--- src/logic/adrc_consts.svh ---
// register map, field positions, reset values and counts of the converter control block
`ifndef ADRC_CONSTS_SVH
`define ADRC_CONSTS_SVH
`define AR_CTRL 8'h00
`define AR_PMSK 8'h04
`define AR_PREQ 8'h08
`define AR_QUE 8'h0C
`define AR_TRIG 8'h10
`define AR_INS 8'h14
`define AR_LIM 8'h18
`define AR_RCFG 8'h1C
`define AR_EVT 8'h20
`define AR_DIN 8'h24
`define AR_RES0 3'h2
`define AR_RES1 3'h3
`define AR_B_EN 0
`define AR_B_M8 1
`define AR_B_SYNC 2
`define AR_B_APD 3
`define AR_B_EXM 4
`define AR_B_MT 5
`define AR_B_BW 6
`define AR_B_CHN 7
`define AR_B_SCH 24
`define AR_B_LF 25
`define AR_B_QGO 8
`define AR_F_SMP 15:8
`define AR_F_CNV 23:16
`define AR_F_ACC 27:26
`define AR_F_PTR 3:0
`define AR_F_QTR 7:4
`define AR_F_PI 9:8
`define AR_F_PP 11:10
`define AR_F_PQ 13:12
`define AR_F_LO 9:0
`define AR_F_HI 25:16
`define AR_F_WFR 7:0
`define AR_F_MSK 11:8
`define AR_F_CH 3:0
`define AR_F_EXT 6:4
`define AR_CTRL_RST 32'h0004_0400
`define AR_LIM_RST 32'h03FF_0000
`define AR_TRIG_RST 32'h0000_0300
`define AR_CTRL_MSK 32'h0FFF_FFFF
`define AR_TRIG_MSK 32'h0000_3FFF
`define AR_LIM_MSK 32'h03FF_03FF
`define AR_RCFG_MSK 32'h0000_0FFF
`define AR_CH_MSK 32'h0000_01FF
`define AR_SCH0 4'h7
`define AR_SCH1 4'h8
`define AR_MSB 4'h9
`define AR_LSB8 4'h2
`define AR_LSB10 4'h0
`define AR_TOP 10'h200
`define AR_QFULL 3'h4
`define AR_BFULL 4'h8
`endif

--- src/logic/adrc_pkg.sv ---
// types shared by the converter control block
`default_nettype none
package adrc_pkg;
  typedef enum logic [2:0] {ST_IDLE, ST_SMP, ST_CNV, ST_ACC, ST_WR} adrc_state_e;
  typedef logic [11:0] adrc_res_t;
  typedef logic [6:0] adrc_qent_t;
  typedef logic [9:0] adrc_code_t;
endpackage : adrc_pkg
`default_nettype wire

--- src/logic/adrc_top.sv ---
// request sequencing, dual SAR control and result handling of the converter pair
// Overview of operation
// - results are 10-bit; a mode bit gives shorter 8-bit conversions
// - nine channels; channels 7 and 8 reach both converters
// - sample and conversion phase lengths come from software
// - sync mode makes the second converter sample together with the first
// - parallel source pends many channels, served lowest channel first
// - queued source serves channels in the order software wrote them
// - an inserted channel runs between steps, sequence left untouched
// - among pending sources the highest priority level wins
// - sources start by selected trigger inputs or by software
// - limit checking and accumulation cut down result reads
// - eight result registers per converter, chainable into a FIFO
// - wait-for-read is enabled per result register
// - external multiplexer select follows each queued conversion
// - auto power-down whenever no conversion runs
// - broken-wire precharge and multiplexer test are provided
// - each stored result pulses an event for the transfer unit
// - digital input stage of each analog pin can be disabled
// - selectable interrupt request from result and limit events
//
// Chosen here: register access over APB and the register addresses.
`timescale 1ns/10ps
`default_nettype none
`include "adrc_consts.svh"
module adrc_top (
  input wire logic mclk,
  input wire logic rst,
  input wire logic [7:0] paddr,
  input wire logic psel,
  input wire logic penable,
  input wire logic pwrite,
  input wire logic [31:0] pwdata,
  output var logic [31:0] prdata,
  output var logic pready,
  output var logic pslverr,
  input wire logic [3:0] trigIn,
  input wire logic [1:0] cmpHigh,
  output wire adrc_pkg::adrc_code_t dacCode0,
  output wire adrc_pkg::adrc_code_t dacCode1,
  output var logic [1:0] sampleEn,
  output var logic [3:0] chanSel0,
  output var logic [3:0] chanSel1,
  output var logic [2:0] extMuxSel,
  output var logic pwrDown,
  output var logic bwPrecharge,
  output wire logic muxTest,
  output wire logic [8:0] digInDisable,
  output var logic [1:0] resultEvt,
  output var logic limitEvt,
  output var logic irqReq
);
  import adrc_pkg::*;

  logic [31:0] ctrl, pmsk, trig, lim, rcfg, din, rdMux;
  logic [31:0] next_ctrl, next_pmsk, next_trig, next_lim, next_rcfg, next_din, next_prdata;
  logic next_pready, next_pslverr, acc, wr, rd, mapped, sync, m8, grant;
  logic qPush, qGo, insSet, qV, selIns, selPar, selQ;
  logic [1:0] pI, pP, pQ;
  logic [3:0] evtClr, lowBit, schCh, parCh, winCh;
  logic [8:0] parSet;
  logic [2:0] winExt;
  wire [31:0] rdW [2];
  wire [11:0] accW [2];
  wire [9:0] dacW [2];
  wire [1:0] blk, limOut;
  adrc_state_e st, next_st;
  logic [7:0] tmr, next_tmr;
  logic [3:0] bitIdx, next_bitIdx, curCh, next_curCh, insCh, next_insCh, evt, next_evt;
  logic [2:0] curExt, next_curExt, qCnt, next_qCnt;
  logic [1:0] accCnt, next_accCnt, qWp, next_qWp, qRp, next_qRp, stEn;
  logic [8:0] parPend, next_parPend;
  logic insPend, next_insPend, qRun, next_qRun, sarStart, bitEnd, accEn;
  adrc_qent_t qEnt [4];
  adrc_qent_t next_qEnt [4];
  adrc_qent_t qHead;
  logic [1:0] next_sampleEn, next_resultEvt;
  logic [3:0] next_chanSel0;
  logic [2:0] next_extMuxSel;
  logic next_pwrDown, next_bwPrecharge, next_limitEvt, next_irqReq;

  assign acc = psel & penable & pready;
  assign wr = acc & pwrite;
  assign rd = acc & ~pwrite;
  assign sync = ctrl[`AR_B_SYNC];
  assign m8 = ctrl[`AR_B_M8];
  assign lowBit = m8 ? `AR_LSB8 : `AR_LSB10;
  assign schCh = ctrl[`AR_B_SCH] ? `AR_SCH1 : `AR_SCH0;
  assign pI = trig[`AR_F_PI];
  assign pP = trig[`AR_F_PP];
  assign pQ = trig[`AR_F_PQ];
  assign qHead = qEnt[qRp];
  assign dacCode0 = dacW[0];
  assign dacCode1 = dacW[1];
  assign muxTest = ctrl[`AR_B_MT];
  assign digInDisable = din[8:0];
  assign evtClr = (wr && paddr == `AR_EVT) ? pwdata[3:0] : 4'h0;
  assign insSet = wr && paddr == `AR_INS;
  assign qPush = wr && paddr == `AR_QUE && pwdata[`AR_F_CH] <= `AR_SCH1;
  assign qGo = (wr && paddr == `AR_QUE && pwdata[`AR_B_QGO]) || |(trigIn & trig[`AR_F_QTR]);

  always_comb begin
    parSet = (wr && paddr == `AR_PREQ) ? pwdata[8:0] : 9'h000;
    if (|(trigIn & trig[`AR_F_PTR])) begin
      parSet = parSet | pmsk[8:0];
    end
  end

  always_comb begin
    mapped = 1'b1;
    rdMux = 32'h0000_0000;
    case (paddr)
      `AR_CTRL: rdMux = ctrl;
      `AR_PMSK: rdMux = pmsk;
      `AR_PREQ: rdMux = {23'h000000, parPend};
      `AR_QUE: rdMux = {23'h000000, qRun, 5'h00, qCnt};
      `AR_TRIG: rdMux = trig;
      `AR_INS: rdMux = {27'h0000000, insPend, insCh};
      `AR_LIM: rdMux = lim;
      `AR_RCFG: rdMux = rcfg;
      `AR_EVT: rdMux = {28'h0000000, evt};
      `AR_DIN: rdMux = din;
      default: begin
        if (paddr[7:5] == `AR_RES0) rdMux = rdW[0];
        else if (paddr[7:5] == `AR_RES1) rdMux = rdW[1];
        else mapped = 1'b0;
      end
    endcase
  end

  // zero-wait slave: data latched in setup, so reads never see a half-updated word
  always_comb begin
    next_ctrl = ctrl;
    next_pmsk = pmsk;
    next_trig = trig;
    next_lim = lim;
    next_rcfg = rcfg;
    next_din = din;
    next_pready = psel & ~penable;
    next_pslverr = psel & ~penable & ~mapped;
    next_prdata = (psel & ~penable & ~pwrite) ? rdMux : prdata;
    if (wr) begin
      case (paddr)
        `AR_CTRL: next_ctrl = pwdata & `AR_CTRL_MSK;
        `AR_PMSK: next_pmsk = pwdata & `AR_CH_MSK;
        `AR_TRIG: next_trig = pwdata & `AR_TRIG_MSK;
        `AR_LIM: next_lim = pwdata & `AR_LIM_MSK;
        `AR_RCFG: next_rcfg = pwdata & `AR_RCFG_MSK;
        `AR_DIN: next_din = pwdata & `AR_CH_MSK;
        default: ;
      endcase
    end
  end

  always_ff @(posedge mclk) begin
    if (rst) begin
      ctrl <= `AR_CTRL_RST;
      pmsk <= 32'h0000_0000;
      trig <= `AR_TRIG_RST;
      lim <= `AR_LIM_RST;
      rcfg <= 32'h0000_0000;
      din <= 32'h0000_0000;
      pready <= 1'b0;
      pslverr <= 1'b0;
      prdata <= 32'h0000_0000;
    end else begin
      ctrl <= next_ctrl;
      pmsk <= next_pmsk;
      trig <= next_trig;
      lim <= next_lim;
      rcfg <= next_rcfg;
      din <= next_din;
      pready <= next_pready;
      pslverr <= next_pslverr;
      prdata <= next_prdata;
    end
  end

  always_comb begin
    parCh = 4'h0;
    for (int i = 8; i >= 0; i--) begin
      if (parPend[i]) parCh = 4'(i);
    end
    qV = qRun && qCnt != 3'h0;
    selIns = insPend && (parPend == 9'h000 || pI >= pP) && (!qV || pI >= pQ);
    selPar = !selIns && parPend != 9'h000 && (!qV || pP >= pQ);
    selQ = !selIns && !selPar && qV;
    winCh = selIns ? insCh : (selPar ? parCh : qHead[`AR_F_CH]);
    winExt = selQ ? qHead[`AR_F_EXT] : 3'h0;
    grant = st == ST_IDLE && ctrl[`AR_B_EN] && (selIns || selPar || selQ) && blk == 2'b00;
  end

  always_comb begin
    next_st = st;
    next_tmr = tmr;
    next_bitIdx = bitIdx;
    next_curCh = curCh;
    next_curExt = curExt;
    next_accCnt = accCnt;
    next_qEnt = qEnt;
    next_qWp = qWp;
    next_qRp = qRp;
    next_qCnt = qCnt;
    next_qRun = qGo ? 1'b1 : qRun;
    sarStart = 1'b0;
    bitEnd = 1'b0;
    accEn = 1'b0;
    stEn = 2'b00;
    next_resultEvt = 2'b00;
    next_limitEvt = 1'b0;
    next_evt = evt & ~evtClr;
    next_parPend = (parPend & ~((grant && selPar) ? 9'h001 << parCh : 9'h000)) | parSet;
    next_insPend = insSet || (insPend && !(grant && selIns));
    next_insCh = insSet ? pwdata[`AR_F_CH] : insCh;
    if (qPush && (qCnt != `AR_QFULL || (grant && selQ))) begin
      next_qEnt[qWp] = pwdata[6:0];
      next_qWp = qWp + 2'h1;
      next_qCnt = next_qCnt + 3'h1;
    end
    if (grant && selQ) begin
      next_qRp = qRp + 2'h1;
      next_qCnt = next_qCnt - 3'h1;
      if (next_qCnt == 3'h0 && !qGo) next_qRun = 1'b0;
    end
    case (st)
      ST_IDLE: begin
        if (grant) begin
          next_st = ST_SMP;
          next_tmr = ctrl[`AR_F_SMP];
          next_curCh = winCh;
          next_curExt = winExt;
          next_accCnt = 2'h0;
        end
      end
      ST_SMP: begin
        if (tmr == 8'h00) begin
          next_st = ST_CNV;
          next_tmr = ctrl[`AR_F_CNV];
          next_bitIdx = `AR_MSB;
          sarStart = 1'b1;
        end else next_tmr = tmr - 8'h01;
      end
      ST_CNV: begin
        if (tmr == 8'h00) begin
          bitEnd = 1'b1;
          next_tmr = ctrl[`AR_F_CNV];
          if (bitIdx == lowBit) next_st = ST_ACC;
          else next_bitIdx = bitIdx - 4'h1;
        end else next_tmr = tmr - 8'h01;
      end
      ST_ACC: begin
        accEn = 1'b1;
        if (accCnt == ctrl[`AR_F_ACC]) next_st = ST_WR;
        else begin
          next_accCnt = accCnt + 2'h1;
          next_st = ST_SMP;
          next_tmr = ctrl[`AR_F_SMP];
        end
      end
      ST_WR: begin
        next_st = ST_IDLE;
        for (int c = 0; c < 2; c++) begin
          if (c == 0 || sync) begin
            stEn[c] = !(ctrl[`AR_B_LF] && !limOut[c]);
            next_resultEvt[c] = stEn[c];
            next_evt[c] = next_evt[c] | stEn[c];
            next_limitEvt = next_limitEvt | limOut[c];
            next_evt[2] = next_evt[2] | limOut[c];
            next_evt[3] = next_evt[3] | (ctrl[`AR_B_BW] && accW[c] == 12'h000);
          end
        end
      end
      default: next_st = ST_IDLE;
    endcase
    next_sampleEn = {next_st == ST_SMP && sync, next_st == ST_SMP};
    next_chanSel0 = next_curCh;
    next_extMuxSel = ctrl[`AR_B_EXM] ? next_curExt : 3'h0;
    next_pwrDown = (ctrl[`AR_B_APD] || !ctrl[`AR_B_EN]) && next_st == ST_IDLE;
    next_bwPrecharge = ctrl[`AR_B_BW] && next_st == ST_SMP && st != ST_SMP;
    next_irqReq = |(next_evt & rcfg[`AR_F_MSK]);
  end

  always_ff @(posedge mclk) begin
    if (rst) begin
      st <= ST_IDLE;
      tmr <= 8'h00;
      bitIdx <= 4'h0;
      curCh <= 4'h0;
      curExt <= 3'h0;
      accCnt <= 2'h0;
      parPend <= 9'h000;
      insPend <= 1'b0;
      insCh <= 4'h0;
      for (int i = 0; i < 4; i++) qEnt[i] <= 7'h00;
      qWp <= 2'h0;
      qRp <= 2'h0;
      qCnt <= 3'h0;
      qRun <= 1'b0;
      evt <= 4'h0;
      sampleEn <= 2'b00;
      chanSel0 <= 4'h0;
      chanSel1 <= 4'h0;
      extMuxSel <= 3'h0;
      pwrDown <= 1'b1;
      bwPrecharge <= 1'b0;
      resultEvt <= 2'b00;
      limitEvt <= 1'b0;
      irqReq <= 1'b0;
    end else begin
      st <= next_st;
      tmr <= next_tmr;
      bitIdx <= next_bitIdx;
      curCh <= next_curCh;
      curExt <= next_curExt;
      accCnt <= next_accCnt;
      parPend <= next_parPend;
      insPend <= next_insPend;
      insCh <= next_insCh;
      qEnt <= next_qEnt;
      qWp <= next_qWp;
      qRp <= next_qRp;
      qCnt <= next_qCnt;
      qRun <= next_qRun;
      evt <= next_evt;
      sampleEn <= next_sampleEn;
      chanSel0 <= next_chanSel0;
      chanSel1 <= schCh;
      extMuxSel <= next_extMuxSel;
      pwrDown <= next_pwrDown;
      bwPrecharge <= next_bwPrecharge;
      resultEvt <= next_resultEvt;
      limitEvt <= next_limitEvt;
      irqReq <= next_irqReq;
    end
  end

  for (genvar c = 0; c < 2; c++) begin : g_cv
    adrc_res_t resD [8];
    adrc_res_t next_resD [8];
    logic [3:0] resC [8];
    logic [3:0] next_resC [8];
    logic [7:0] resV, next_resV;
    logic [2:0] wp, rp, next_wp, next_rp, ri, ta, ts;
    logic [3:0] cnt, next_cnt, chS;
    adrc_code_t sar, next_sar;
    adrc_res_t accR, next_accR;
    logic pop, chain, popC, pushC;
    assign chain = ctrl[`AR_B_CHN];
    assign chS = (c == 0) ? curCh : schCh;
    assign ta = (c == 0) ? winCh[2:0] : schCh[2:0];
    assign ts = chain ? wp : chS[2:0];
    assign pop = rd && paddr[7:5] == ((c == 0) ? `AR_RES0 : `AR_RES1);
    // chained reads return the oldest entry
    assign ri = chain ? rp : paddr[4:2];
    assign rdW[c] = {chain ? cnt != 4'h0 : resV[ri], 11'h000, resC[ri], 4'h0, resD[ri]};
    assign blk[c] = (c == 0 || sync) && rcfg[`AR_F_WFR] != 8'h00 &&
      (chain ? cnt == `AR_BFULL && rcfg[wp] : resV[ta] && rcfg[ta]);
    assign accW[c] = accR;
    assign dacW[c] = sar;
    assign limOut[c] = accR < {2'h0, lim[`AR_F_LO]} || accR > {2'h0, lim[`AR_F_HI]};
    assign popC = pop && chain && cnt != 4'h0;
    assign pushC = stEn[c] && chain;

    always_comb begin
      next_resD = resD;
      next_resC = resC;
      next_resV = resV;
      next_wp = wp;
      next_rp = rp;
      next_cnt = cnt;
      next_sar = sar;
      next_accR = accR;
      if (sarStart) next_sar = `AR_TOP;
      else if (bitEnd) begin
        next_sar[bitIdx] = cmpHigh[c];
        if (bitIdx != lowBit) next_sar[bitIdx - 4'h1] = 1'b1;
      end
      if (accEn) begin
        next_accR = (accCnt == 2'h0 ? 12'h000 : accR) + (m8 ? {4'h0, sar[9:2]} : {2'h0, sar});
      end
      if (pop && !chain) next_resV[paddr[4:2]] = 1'b0;
      if (stEn[c]) begin
        next_resD[ts] = accR;
        next_resC[ts] = chS;
        next_resV[ts] = 1'b1;
      end
      if (popC) next_rp = rp + 3'h1;
      if (pushC) next_wp = wp + 3'h1;
      // full chain without wait-for-read drops its oldest entry
      if (pushC && !popC && cnt == `AR_BFULL) next_rp = rp + 3'h1;
      else if (pushC && !popC) next_cnt = cnt + 4'h1;
      else if (popC && !pushC) next_cnt = cnt - 4'h1;
    end

    always_ff @(posedge mclk) begin
      if (rst) begin
        for (int i = 0; i < 8; i++) begin
          resD[i] <= 12'h000;
          resC[i] <= 4'h0;
        end
        resV <= 8'h00;
        wp <= 3'h0;
        rp <= 3'h0;
        cnt <= 4'h0;
        sar <= 10'h000;
        accR <= 12'h000;
      end else begin
        resD <= next_resD;
        resC <= next_resC;
        resV <= next_resV;
        wp <= next_wp;
        rp <= next_rp;
        cnt <= next_cnt;
        sar <= next_sar;
        accR <= next_accR;
      end
    end
  end
endmodule : adrc_top
`default_nettype wire

--- config.mk ---
export PLATFORM = sky130hd
export DESIGN_NAME = adrc_top
export DESIGN_NICKNAME = d
export VERILOG_FILES = /design/src/logic/adrc_pkg.sv /design/src/logic/adrc_top.sv
export VERILOG_INCLUDE_DIRS = /design/src /design/src/logic
export SDC_FILE = /design/constraint.sdc
export NUM_CORES = 1
export LEC_CHECK = 0
export BUFFER_PORTS_ARGS = -buffer_cell sky130_fd_sc_hd__buf_2
export CELL_PAD_IN_SITES_DETAIL_PLACEMENT = 2
export CELL_PAD_IN_SITES_GLOBAL_PLACEMENT = 2
export CORE_ASPECT_RATIO = 0.9
export CORE_MARGIN = 2
export CORE_UTILIZATION = 35
export DETAILED_ROUTE_END_ITERATION = 16
export PLACE_DENSITY_LB_ADDON = 0.1
export SETUP_SLACK_MARGIN = 0.05
export SLEW_MARGIN = 20
export SYNTH_ARGS = -nofsm -noshare
export SYNTH_HDL_FRONTEND = slang
export SYNTH_SLANG_ARGS = --single-unit
export TNS_END_PERCENT = 5
--- constraint.sdc ---
create_clock -name mclk -period 4.5 [get_ports mclk]
set_clock_uncertainty 0.2 [all_clocks]
set_input_delay 0 -clock mclk [delete_from_list [all_inputs] [get_ports mclk]]
set_output_delay 0 -clock mclk [all_outputs]
set_load 0.01 [all_outputs]
Word-level counts from Yosys, hierarchy flattened
Index checks and enable logic that the tools add are counted.
{ "word_totals": {"register_bits": 555, "in_bits": 51, "out_inout_bits": 83, "word_cells": 482} }
{ "op_classes": {"addsub": 17, "order_cmp": 35, "eq_ne": 28, "shifts": 1, "muxes": 147, "bitwise": 43, "reduce_logical": 130} }
{ "ops": {"columns": ["operator", "n"], "rows": [
  ["$pmux W32 S10", 1],
  ["$bwmux W96", 2],
  ["$mux W4", 27],
  ["$mux W12", 8],
  ["$mux W10", 8],
  ["$bmux W12 S3", 2],
  ["$demux W12 S3", 2],
  ["$bwmux W32", 2],
  ["$mux W32", 2],
  ["$logic_and A1 B1 Y1", 61],
  ["$mux W3", 19],
  ["$mux W8", 7],
  ["$eq A8 B5 Y1 const B", 4],
  ["$mux W1", 30],
  ["$bwmux W28", 1],
  ["$lt A3 B4 Y1 const B", 7],
  ["$mux W9", 3],
  ["$add A12 B10 Y12", 2],
  ["$bmux W1 S3", 8],
  ["$bmux W4 S3", 2],
  ["$demux W4 S3", 2],
  ["$gt A12 B10 Y1", 2],
  ["$logic_not A12 Y1", 2],
  ["$lt A12 B10 Y1", 2],
  ["72 further kinds", 195]
]} }

Longest topological paths before layout
Gate-level depths: netlist of the first run.
{ "depth": {"word_depth": 27, "mapped_depth": 19, "mapped_depth_nobuf": 17} }

Worst setup path before layout of the first run
No wires, ideal clock.
{ "synth_path": {"kind": "register -> register", "from": "register trig[10]", "to": "register qRun", "setup_ns": 0.132, "arrival_time_ns": 4.109, "t_required_ns": 4.168, "path_slack_ns": 0.058, "stages_incl_launch_ff": 17, "path_buffers": 0, "period_less_slack_ns": 4.442, "path_cell_list": "dfxtp_1 -> inv_1 -> ha_1 -> nand2b_1 -> a2111oi_0 -> nor2_2 -> mux2i_1 -> mux2_1 -> a22oi_1 -> a41oi_4 -> a31oi_2 -> mux2i_1 -> ha_1 -> xor2_1 -> xnor2_1 -> o31ai_1 -> a21oi_1"} }
{ "synth_between": {"elab_chain_len": 25, "word_cells_on_any_way": 35, "cone_classes": "add/sub: 1; order compare: 2; mux: 10; reduce/logical: 22"} }
{ "synth_lines": {"columns": ["item", "line_no", "source"], "rows": [
  ["start: declaration", "adrc_top.sv:55", "logic [31:0] ctrl, pmsk, trig, lim, rcfg, din, rdMux;"],
  ["start signal: assignment", "adrc_top.sv:159", "trig <= `AR_TRIG_RST;"],
  ["start signal: assignment", "adrc_top.sv:169", "trig <= next_trig;"],
  ["$ge A2 B2 Y1", "adrc_top.sv:185", "selIns = insPend && (parPend == 9'h000 || pI >= pP) && (!qV || pI >= pQ);"],
  ["$logic_or A1 B1 Y1", "adrc_top.sv:185", null],
  ["$logic_and A1 B1 Y1 (2 in a row)", "adrc_top.sv:185", null],
  ["$logic_not A1 Y1", "adrc_top.sv:186, adrc_top.sv:187", null],
  ["$logic_and A1 B1 Y1 (2 in a row)", "adrc_top.sv:186", "selPar = !selIns && parPend != 9'h000 && (!qV || pP >= pQ);"],
  ["$mux W4 (2 in a row)", "adrc_top.sv:188", "winCh = selIns ? insCh : (selPar ? parCh : qHead[`AR_F_CH]);"],
  ["$bmux W1 S3", "adrc_top.sv:357", "(chain ? cnt == `AR_BFULL && rcfg[wp] : resV[ta] && rcfg[ta]);"],
  ["$mux W1 (not written as such)", "adrc_top.sv:357", null],
  ["[... 6 more ...]", null, null],
  ["$logic_or A1 B1 Y1", "adrc_top.sv:215", "if (qPush && (qCnt != `AR_QFULL || (grant && selQ))) begin"],
  ["$logic_and A1 B1 Y1", "adrc_top.sv:215", null],
  ["$mux W3", "adrc_top.sv:215", null],
  ["$sub A3 B1 Y3", "adrc_top.sv:222", "next_qCnt = next_qCnt - 3'h1;"],
  ["$logic_not A3 Y1", "adrc_top.sv:223", "if (next_qCnt == 3'h0 && !qGo) next_qRun = 1'b0;"],
  ["$logic_and A1 B1 Y1", "adrc_top.sv:223", null],
  ["$mux W1", "adrc_top.sv:223", null],
  ["$mux W1 *", "adrc_top.sv:220", "if (grant && selQ) begin"],
  ["end signal: assignment", "adrc_top.sv:323", "qRun <= next_qRun;"],
  ["end: declaration", "adrc_top.sv:73", "logic insPend, next_insPend, qRun, next_qRun, sarStart, bitEnd, accEn;"]
]} }
Every way passes the cells marked *; elsewhere a longest branch is shown, timed or not. The select of a mux whose other input is x is not followed.
A chain may end at the register's enable or synchronous reset.

Worst setup path after layout of the first run
{ "layout_path": {"from": "register qCnt[1]", "to": "register qRun"} }
{ "layout_between": {"elab_chain_len": 26, "word_cells_on_any_way": 37, "cone_classes": "add/sub: 2; eq/ne: 1; mux: 10; reduce/logical: 24"} }
{ "layout_lines": {"columns": ["item", "line_no", "source"], "rows": [
  ["start: declaration", "adrc_top.sv:70", "logic [2:0] curExt, next_curExt, qCnt, next_qCnt;"],
  ["start signal: assignment", "adrc_top.sv:322", "qCnt <= next_qCnt;"],
  ["$reduce_bool A3 Y1", "adrc_top.sv:184", "qV = qRun && qCnt != 3'h0;"],
  ["$logic_and A1 B1 Y1", "adrc_top.sv:184", null],
  ["$logic_not A1 Y1", "adrc_top.sv:185, adrc_top.sv:186", null],
  ["$logic_or A1 B1 Y1", "adrc_top.sv:185", null],
  ["$logic_and A1 B1 Y1", "adrc_top.sv:185", null],
  ["$logic_not A1 Y1", "adrc_top.sv:186, adrc_top.sv:187", null],
  ["$logic_and A1 B1 Y1 (2 in a row)", "adrc_top.sv:186", null],
  ["$mux W4 (2 in a row)", "adrc_top.sv:188", null],
  ["[... 8 more ...]", null, null],
  ["$logic_or A1 B1 Y1", "adrc_top.sv:215", null],
  ["$logic_and A1 B1 Y1", "adrc_top.sv:215", null],
  ["$mux W3", "adrc_top.sv:215", null],
  ["$sub A3 B1 Y3", "adrc_top.sv:222", null],
  ["$logic_not A3 Y1", "adrc_top.sv:223", null],
  ["$logic_and A1 B1 Y1", "adrc_top.sv:223", null],
  ["$mux W1", "adrc_top.sv:223", null],
  ["$mux W1 *", "adrc_top.sv:220", null]
]} }
Marked as above.

==> flow_summary.yaml, run 1 <==
detailed_routing:
  detail-route-antenna-nets: 0
  drt_iter0_markers: 1560
  vias: 23000
  drc: 0
  wl_per_cell_um: 25.5
  wl_mm: 103
  viasPerCell: 5.67
  firstDrtPassIters: 6
setup_path:
  reg2reg_to: "qRun"
  cp.depth: 17
  cp.required_ps: 4780
  regToRegSetupSlack_ps: 300
  crit_arrival_ps: 4480
  r2r-start: "qCnt[1]"
  rr_worst_depth: 17
  cp_max_fo: 6
  worstSetupStartpointType: "register"
  critPathBufInv: 2
  crit_family: "compound AO/OA/AOI/OAI gates"
  crit_slowest_cell: "dfxtp_1"
  crit_chain: "inv_1 -> ha_1 -> nor2b_2 -> a2111oi_2 -> buf_4 -> nor2_2 -> mux2i_2 -> mux2_1 -> a22oi_2 -> a41oi_4 -> a31oi_4 -> mux2i_2 -> ha_1 -> xor2_1 -> xnor2_1 -> o31ai_1 -> a21oi_1"
  slowest_delay_ps: 380
  worstSetupPathType: "reg -> reg"
  endpoint_kind: "register"
placement:
  place_hpwl_mm: 71.4
  portBuffers: 126
  placed_area_um2: 28300
  gp_routability_congestion: 0.882
timing:
  setup_viol: 0
  maxSlewHeadroom_pct: 27.7
  finalHoldViolCount: 0
  hold_ws_ps: 24.7
  rsz0062_at_grt: "true"
  max_freq_ghz: 0.238
  finalCritPeriodShare_pct: 93.4
  fin_tns_setup_ps: 0
  min_period_ps: 4200
  drv_slew: 0
  tightest_slew_ps: 1070
clocking:
  clk_root_buffer_cell: "clkbuf_16"
  cts_buffers: 66
  worst_skew_pair.late_latency_ps: 610
  tritoncts: "yes"
  clk_pin_slew_ps: 60
  clkSinkCount: 534
  clock_path_buffers: 3
  h-tree-depth: 3
global_route:
  grt_overflow: 0
  grt_pass1_vias: 25000
  antenna_found_initial: 3
  grt_pass1_wl_mm: 158
  grt_max_degree: 112
  gr-usage-all-layers_pct: 26.6
floorplanning:
  core_um2: 74500
  chipWidth_um: 293
  initial_core_util_pct: 35.3
  die_area_um2: 77400
  row_count: 95
  io_pins: 134
  die_h_um: 264
logic_synthesis:
  synth_cell_types: 81
  synth.ff_latch_count: 534
  synth_area_um2: 26300
  synth_edf_count: 0
  syn_area_per_cell_um2: 9.11
  synthArstFlopShare_pct: 0
  ys.flop_type: "dfxtp_1"
  ys_seq_area_share_pct: 40.6
  yosys_warnings: 0
  syn_inst: 2887
layout:
  n_antenna_cell: 0
  finalNetCount: 3182
  syn_to_final_growth_pct: 18.4
  layout-drive-gt1-share_pct: 15.5
  stdcell_area_um2: 31200
outcome:
  outcome: "complete, no violations"
pwr:
  leakagePower_nw: 12.0
  power_w: 0.0104
  peakVddDrop_mv: 0.240
  powerDensity_nw_per_um2: 335
worst_hold_path:
  min_from: "pwdata[19]"
  hold_path_class: "in -> reg"
  min_to: "lim[19]"
  hold_depth: 4
run:
  drv_cap: 0
## final cells by class
class	instances	area, µm²
timing repair buffer	302	2240
clock inverter	21	226
fill	8065	43400
tap	970	1210
clock buffer	92	1900
inverter	71	267
sequential	534	10700
multi-input combinational	2061	14600
## kinds of logic after synthesis
family / share of synthesized area, %
flops: 40.6
simple gates: 16.8
other cells: 0.0143
compound gates: 13.0
buf+inv: 4.43
mux: 19.2
xor+xnor: 1.33
fa+ha+maj: 4.63
## synthesized netlist by cell type (21+ instances only)
library cell | n | share of area [%]
dfxtp_1 | 534 | 41
and3_1 | 22 | 0.52
xnor2_1 | 21 | 0.70
nand2_1 | 320 | 4.6
a21oi_1 | 214 | 4.1
nor2_1 | 387 | 5.5
nor3_1 | 53 | 1.0
mux4_2 | 74 | 6.3
nor3b_1 | 23 | 0.66
a31o_1 | 28 | 0.93
a211oi_1 | 22 | 0.63
o21ai_0 | 52 | 0.99
nand3_1 | 67 | 1.3
clkbuf_1 | 178 | 2.5
nand2b_1 | 26 | 0.62
mux2i_1 | 317 | 12
inv_1 | 68 | 0.97
a22oi_1 | 32 | 0.91
nor2b_1 | 37 | 0.88
ha_1 | 91 | 4.3
## where the power goes
part	leakage (nW)	switching [W]	internal, W
combinational	6.65	0.000256	0.000121
clock	1.05	0.00219	0.00313
sequential	4.30	0.00000726	0.00474
## worst register-to-register path, cell delays in order, from the launching register on
cell	delay, ps
dfxtp_1	380
inv_1	100
ha_1	190
nor2b_2	240
a2111oi_2	50
buf_4	140
nor2_2	280
mux2i_2	300
mux2_1	370
a22oi_2	240
a41oi_4	170
a31oi_4	270
mux2i_2	300
ha_1	210
xor2_1	180
xnor2_1	120
o31ai_1	230
a21oi_1	100
## per-stage QoR
| stage | cells | setup WS (ps) | util [%] |
|---|---|---|---|
| 2_1_floorplan | 2889 | 58.5 | - |
| 3_3_place_gp | 3868 | 212 | 38.0 |
| 3_5_place_dp | 3868 | 116 | 38.0 |
| 4_1_cts | 4051 | 87.3 | 41.7 |
| 5_1_grt | 4051 | -24.1 | 41.8 |
| 6_report | 4051 | 298 | 41.8 |
## worst max-delay path by stage
stage                        start   end  slack (ps)
after floorplan           trig[10]  qRun          60
after global placement    trig[10]  qRun         210
after detailed placement  trig[10]  qRun         120
after CTS                  qCnt[1]  qRun          90
after global routing      trig[10]  qRun         -20
final                      qCnt[1]  qRun         300
## sequential cells by signal, summed over array words and instances, names as in the netlist, 10 cells and up
register and flops:
g_cv.resD 192, g_cv.resC 48, prdata 29, ctrl 28, qEnt 28, g_cv.accR 24, lim 20, g_cv.resV 16
trig 14, rcfg 12, dacCode0 10, dacCode1 10
## metal layers
| layer | GRT usage, % | vias to the layer above | part of all wire (%) |
|---|---|---|---|
| met5 | 0 | - | 0.0077 |
| met4 | 7.96 | 2 | 2.9 |
| met3 | 3.80 | 156 | 4.2 |
| met2 | 44.3 | 466 | 47 |
| met1 | 35.6 | 11800 | 46 |
| li1 | - | 10500 | - |
## cell usage in the layout (no fill, tap or decap), drive strengths merged, types with 16 or more instances in the layout
| cell type | count |
|---|---|
| dfxtp | 534 |
| nor2 | 388 |
| nand2 | 320 |
| mux2i | 317 |
| buf | 232 |
| a21oi | 214 |
| clkbuf | 92 |
| ha | 91 |
| mux4 | 74 |
| inv | 74 |
| dlygate4sd3 | 70 |
| nand3 | 67 |
| nor3 | 55 |
| o21ai | 52 |
| nor2b | 37 |
| a22oi | 32 |
| a31o | 28 |
| nand2b | 26 |
| nor3b | 23 |
| and3 | 22 |
| a211oi | 22 |
| xnor2 | 21 |
| xor2 | 19 |
| mux2 | 19 |
| o211ai | 18 |
| a21o | 16 |
## what timing repair did
action	in CTS	in global routing
hold endpoints to repair	215	0
buffers inserted	0	0
hold buffers	70	0
gates resized for setup	0	9
setup endpoints to repair	0	36
Power figures use the tool's default switching activity.
==> run 2, diff against run 1 <==
- CORE_MARGIN: 2 -> 1
- CORE_UTILIZATION: 35 -> 36
- CTS_BUF_LIST: not set -> sky130_fd_sc_hd__clkbuf_8
==> run 2 against run 1 <==
Net effect:
- design area is 0.36% higher
- critical path type unchanged
- die area is 4.2% lower
- clock power is 9.8% lower
- largest cell class unchanged
- highest routed layer unchanged
- sequential power hardly changed
==> flow_summary.yaml, run 2 (synthesis results as in run 1) <==
outcome:
  outcome: "complete, no violations"
global_route:
  grt_max_degree: 189
  antenna_found_initial: 4
  gr-usage-all-layers_pct: 27.8
  grt_pass1_vias: 25700
  use_met2_pct: 46.4
  use_met1_pct: 37.2
  grt_overflow: 0
  met3_usage_pct: 3.45
  grt.busiest_layer: "met2"
  grt_pass1_wl_mm: 159
setup_path:
  slowest_delay_ps: 380
  crit_arrival_ps: 4590
  critPathBufInv: 2
  endpoint_kind: "register"
  worstSetupPathType: "reg -> reg"
  crit_chain: "inv_1 -> ha_1 -> nor2b_2 -> a2111oi_2 -> buf_4 -> nor2_2 -> mux2i_1 -> mux2_1 -> a22oi_2 -> a41oi_4 -> a31oi_4 -> mux2i_2 -> ha_1 -> xor2_1 -> xnor2_1 -> o31ai_1 -> a21oi_1"
  crit_slowest_cell: "mux2_1"
  crit_family: "compound AO/OA/AOI/OAI gates"
  cp.required_ps: 4870
  worstSetupStartpointType: "register"
  cpMostUsedCell: "ha_1"
  cp_max_fo: 6
detailed_routing:
  drt_iter0_markers: 1269
  viasPerCell: 5.62
  firstDrtPassIters: 5
  wl_per_cell_um: 25.0
  drc: 0
  wl_mm: 103
  detail-route-antenna-nets: 0
  vias: 23200
layout:
  final_cell_mix: "533 x dfxtp_1, 384 x nor2_1, 320 x nand2_1, 316 x mux2i_1, 208 x a21oi_1"
  top_register: "g_cv.resD"
  layout_commonest_cell: "dfxtp_1"
  largest_register_ffs: 192
  syn_to_final_growth_pct: 18.9
  finalNetCount: 3247
  layout-drive-gt1-share_pct: 16.4
  instances_no_fill: 4125
  top_regs: "g_cv.resD x192, g_cv.resC x48, prdata x29"
placement:
  portBuffers: 126
  dp.cells: 3851
  gp_routability_congestion: 0.878
  place_hpwl_mm: 70.8
timing:
  maxSlewHeadroom_pct: 29.9
  setup_viol: 0
  fin_tns_setup_ps: 0
  hold_ws_ps: 60.1
  finalCritPeriodShare_pct: 93.8
  rsz0062_at_grt: "false"
  finalHoldViolCount: 0
  min_period_ps: 4220
  max_freq_ghz: 0.237
  tightest_slew_ps: 1050
  drv_slew: 0
run:
  drv_cap: 0
clocking:
  worst_skew_pair.late_latency_ps: 730
  clk_root_buffer_cell: "clkbuf_8"
  clock_path_buffers: 3
  tritoncts: "yes"
  clk_pin_slew_ps: 70
  clkSinkCount: 534
  cts_buffers: 96
  h-tree-depth: 3
pwr:
  leakagePower_nw: 12.2
  peakVddDrop_mv: 0.182
  powerDensity_nw_per_um2: 317
worst_hold_path:
  hold_path_class: "in -> reg"
floorplanning:
  initial_core_util_pct: 36.6
  row_count: 93
  chipWidth_um: 287
  die_area_um2: 74200
  core_um2: 71900
  io_pins: 134
  die_h_um: 258
## run 2: layer usage
metal / vias to the layer above / share of wire [%]
li1: 10700 / -
met1: 11900 / 46
met2: 417 / 48
met3: 170 / 3.6
met4: 2 / 2.8
met5: - / 0.0077
## run 2: cell type report
cell class,instances,area (µm²)
Antenna cell,2,5.00
Clock buffer,129,1780
Clock inverter,41,215
Fill cell,7775,40600
Inverter,71,267
Multi-Input combinational cell,2061,14600
Sequential cell,534,10700
Tap cell,950,1190
Timing Repair Buffer,337,2520
## run 2: power by group
part | internal (W) | total, W | switching (W)
clock | 0.00260 | 0.00480 | 0.00219
combinational | 0.000130 | 0.000384 | 0.000254
sequential | 0.00474 | 0.00475 | 0.00000787
total | 0.00747 | 0.00993 | 0.00245
## run 2: final timing paths
| kind | slack (ps) | start | cells after the start | endpoint |
|---|---|---|---|---|
| max | 280 | qCnt[1] | 17 | qRun |
| min | 60 | pwdata[24] | 4 | ctrl[24] |
| max reg2reg | 280 | qCnt[1] | 17 | qRun |
| min reg2reg | 260 | prdata[2] | 2 | prdata[2] |
## run 2: timing repair
action                     CTS  global route
buffers inserted             0             2
setup endpoints to repair    1             2
hold endpoints to repair   462             0
cloned                       0             0
gates resized for setup      1             5
hold buffers               100             0
pin swaps                    0             3
## run 2: worst min-delay path, stage by stage
cell,delay (ps)
dlygate4sd3_1,540
buf_2,150
nand2_1,80
a21oi_1,130
## run 2: stage by stage
step | total power (W) | instance area (µm²) | setup WS, ps | util [%]
2_1_floorplan | 0.00503 | 26300 | 58.5 | -
3_3_place_gp | 0.00517 | 28200 | 211 | 39.3
3_5_place_dp | 0.00518 | 28200 | 79.3 | 39.3
4_1_cts | 0.0101 | 31200 | 87.5 | 43.4
5_1_grt | 0.0103 | 31300 | 29.1 | 43.5
6_report | 0.00993 | 31300 | 281 | 43.5
==> run 3, diff against run 2 <==
- CORE_UTILIZATION: 36 -> 40
- GPL_ROUTABILITY_DRIVEN: not set -> 1
- clock period: 4.5 -> 4.3 ns (I/O delays scaled with it)
==> run 3 against run 2 <==
Net effect:
- flip-flop and latch count stayed put
- clock-buffer cell count decreased by 10
- combinational power rose by 6.0%
- final cell count is 2.3% lower
- via count up 1.6%
- first-iteration DRC count rose by 32%
==> flow_summary.yaml, run 3 (synthesis results as in run 1) <==
setup_path:
  endpoint_kind: "register"
  r2r-start: "trig[8]"
  crit_slowest_cell: "a2111oi_1"
  critPathBufInv: 3
  crit_family: "compound AO/OA/AOI/OAI gates"
  regToRegSetupSlack_ps: 60
  worstSetupStartpointType: "register"
  crit_chain: "inv_1 -> ha_1 -> nand2b_1 -> a2111oi_1 -> nor3b_1 -> buf_4 -> nand3_1 -> nand3_1 -> a41oi_4 -> a31oi_4 -> xnor2_2 -> inv_1 -> ha_2 -> xor2_2 -> xnor2_1 -> o31ai_1 -> a21oi_1"
  slowest_delay_ps: 590
  crit_arrival_ps: 4590
  cp_max_fo: 12
  cp.required_ps: 4650
  worstSetupPathType: "reg -> reg"
  crit_path_start: "trig[8]"
clocking:
  clkSinkCount: 534
  clk_pin_slew_ps: 70
  clk_root_buffer_cell: "clkbuf_8"
  tritoncts: "yes"
  h-tree-depth: 3
  clock_path_buffers: 3
  worst_skew_pair.late_latency_ps: 720
  cts_buffers: 93
detailed_routing:
  drt_iter0_markers: 1676
  vias: 23600
  detail-route-antenna-nets: 0
  viasPerCell: 5.85
  drc: 0
  wl_per_cell_um: 26.4
  firstDrtPassIters: 8
  wl_mm: 106
layout:
  largest_register_ffs: 192
  instances_no_fill: 4029
  final_cell_mix: "530 x dfxtp_1, 384 x nor2_1, 320 x nand2_1, 315 x mux2i_1, 207 x a21oi_1"
  layout-drive-gt1-share_pct: 17.1
  finalNetCount: 3253
  top_register: "g_cv.resD"
  layout_commonest_cell: "dfxtp_1"
  syn_to_final_growth_pct: 18.9
  top_regs: "g_cv.resD x192, g_cv.resC x48, prdata x29"
pwr:
  peakVddDrop_mv: 0.271
  leakagePower_nw: 12.3
  powerDensity_nw_per_um2: 329
  power_w: 0.0103
run:
  drv_cap: 0
timing:
  setup_viol: 0
  min_period_ps: 4240
  finalHoldViolCount: 0
  hold_ws_ps: 56.7
  finalWorstSetupSlack_ps: 60.7
  maxSlewHeadroom_pct: 35.0
  finalCritPeriodShare_pct: 98.6
  tightest_slew_ps: 975
  rsz0062_at_grt: "true"
  max_freq_ghz: 0.236
  drv_slew: 0
placement:
  portBuffers: 126
  dp.cells: 3766
  pre_cts_slack_ps: -38.6
  place_hpwl_mm: 71.3
  gp_routability_congestion: 0.877
floorplanning:
  die_h_um: 245
  io_pins: 134
  core_um2: 64500
  die_area_um2: 66800
  chipWidth_um: 272
  row_count: 88
  initial_core_util_pct: 40.8
global_route:
  grt_max_degree: 186
  grt_overflow: 0
  grt_pass1_wl_mm: 161
  grt_pass1_vias: 26000
  antenna_found_initial: 0
  gr-usage-all-layers_pct: 31.5
worst_hold_path:
  min_from: "pwdata[4]"
  hold_path_class: "in -> reg"
outcome:
  outcome: "complete, no violations"
run 3: cell count changes in the layout (fill, tap and decap cells not counted), moves of 3 or more:
cell | before | now
dfxtp_1 | 533 | 530
clkbuf_8 | 129 | 119
dlygate4sd3_1 | 100 | 97
dfxtp_2 | 1 | 4
clkinv_2 | 5 | 10
clkinv_8 | 0 | 4
buf_4 | 107 | 116
inv_1 | 98 | 90
run 3: path summary, 6_finish.rpt:
check | endpoint | cells past startpoint
worst max register to register | qRun | 17
worst min-delay path | lim[4] | 4
worst max-delay path | qRun | 17
worst min register to register | prdata[0] | 2
run 3: layer usage:
metal | wire length [µm] | global-route usage (%) | part of all wire, %
met1 | 47600 | 40.6 | 45
met2 | 51300 | 53.7 | 48
met3 | 4100 | 4.26 | 3.9
met4 | 3390 | 11.5 | 3.2
met5 | 0 | 0 | 0
run 3: area by class of cell:
class / instances / area [µm²]
fillers: 6901 / 33200
diodes: 1 / 2.50
clock buffers: 119 / 1640
flip-flops and latches: 534 / 10700
well taps: 855 / 1070
multi-input cells: 2061 / 14700
clock inverters: 42 / 287
inverters: 71 / 267
repair buffers: 346 / 2610
run 3: where the power goes:
part           switching, W  total, W  internal [W]  leakage [nW]
clock network       0.00232   0.00493       0.00261          1.08
registers        0.00000837   0.00497       0.00496          4.30
logic              0.000270  0.000407      0.000138          6.88
run 3: through the flow:
step                      cell area, µm²  setup TNS (ps)  utilization (%)
after floorplan                    26300               0                -
after global placement             28200               0             43.7
after detailed placement           28200           -38.6             43.7
after CTS                          31100               0             48.3
after global routing               31300           -63.7             48.5
final                              31300               0             48.5
run 3: timing repair:
action	in CTS	in global routing
setup buffers	0	4
gates cloned	0	0
hold endpoints to repair	277	0
resized for setup	3	26
setup endpoints to repair	2	58
pin swaps	2	13
hold buffers	97	0
run 3: worst register-to-register path, delay by kind of cell (launching register included):
family,cells,cell delay (ps)
AND/OR/NAND/NOR,4,570
flip-flops,1,360
adder cells (fa/ha/maj),2,500
buffers and inverters,3,390
XOR/XNOR,3,570
AO/OA/AOI/OAI,5,1480
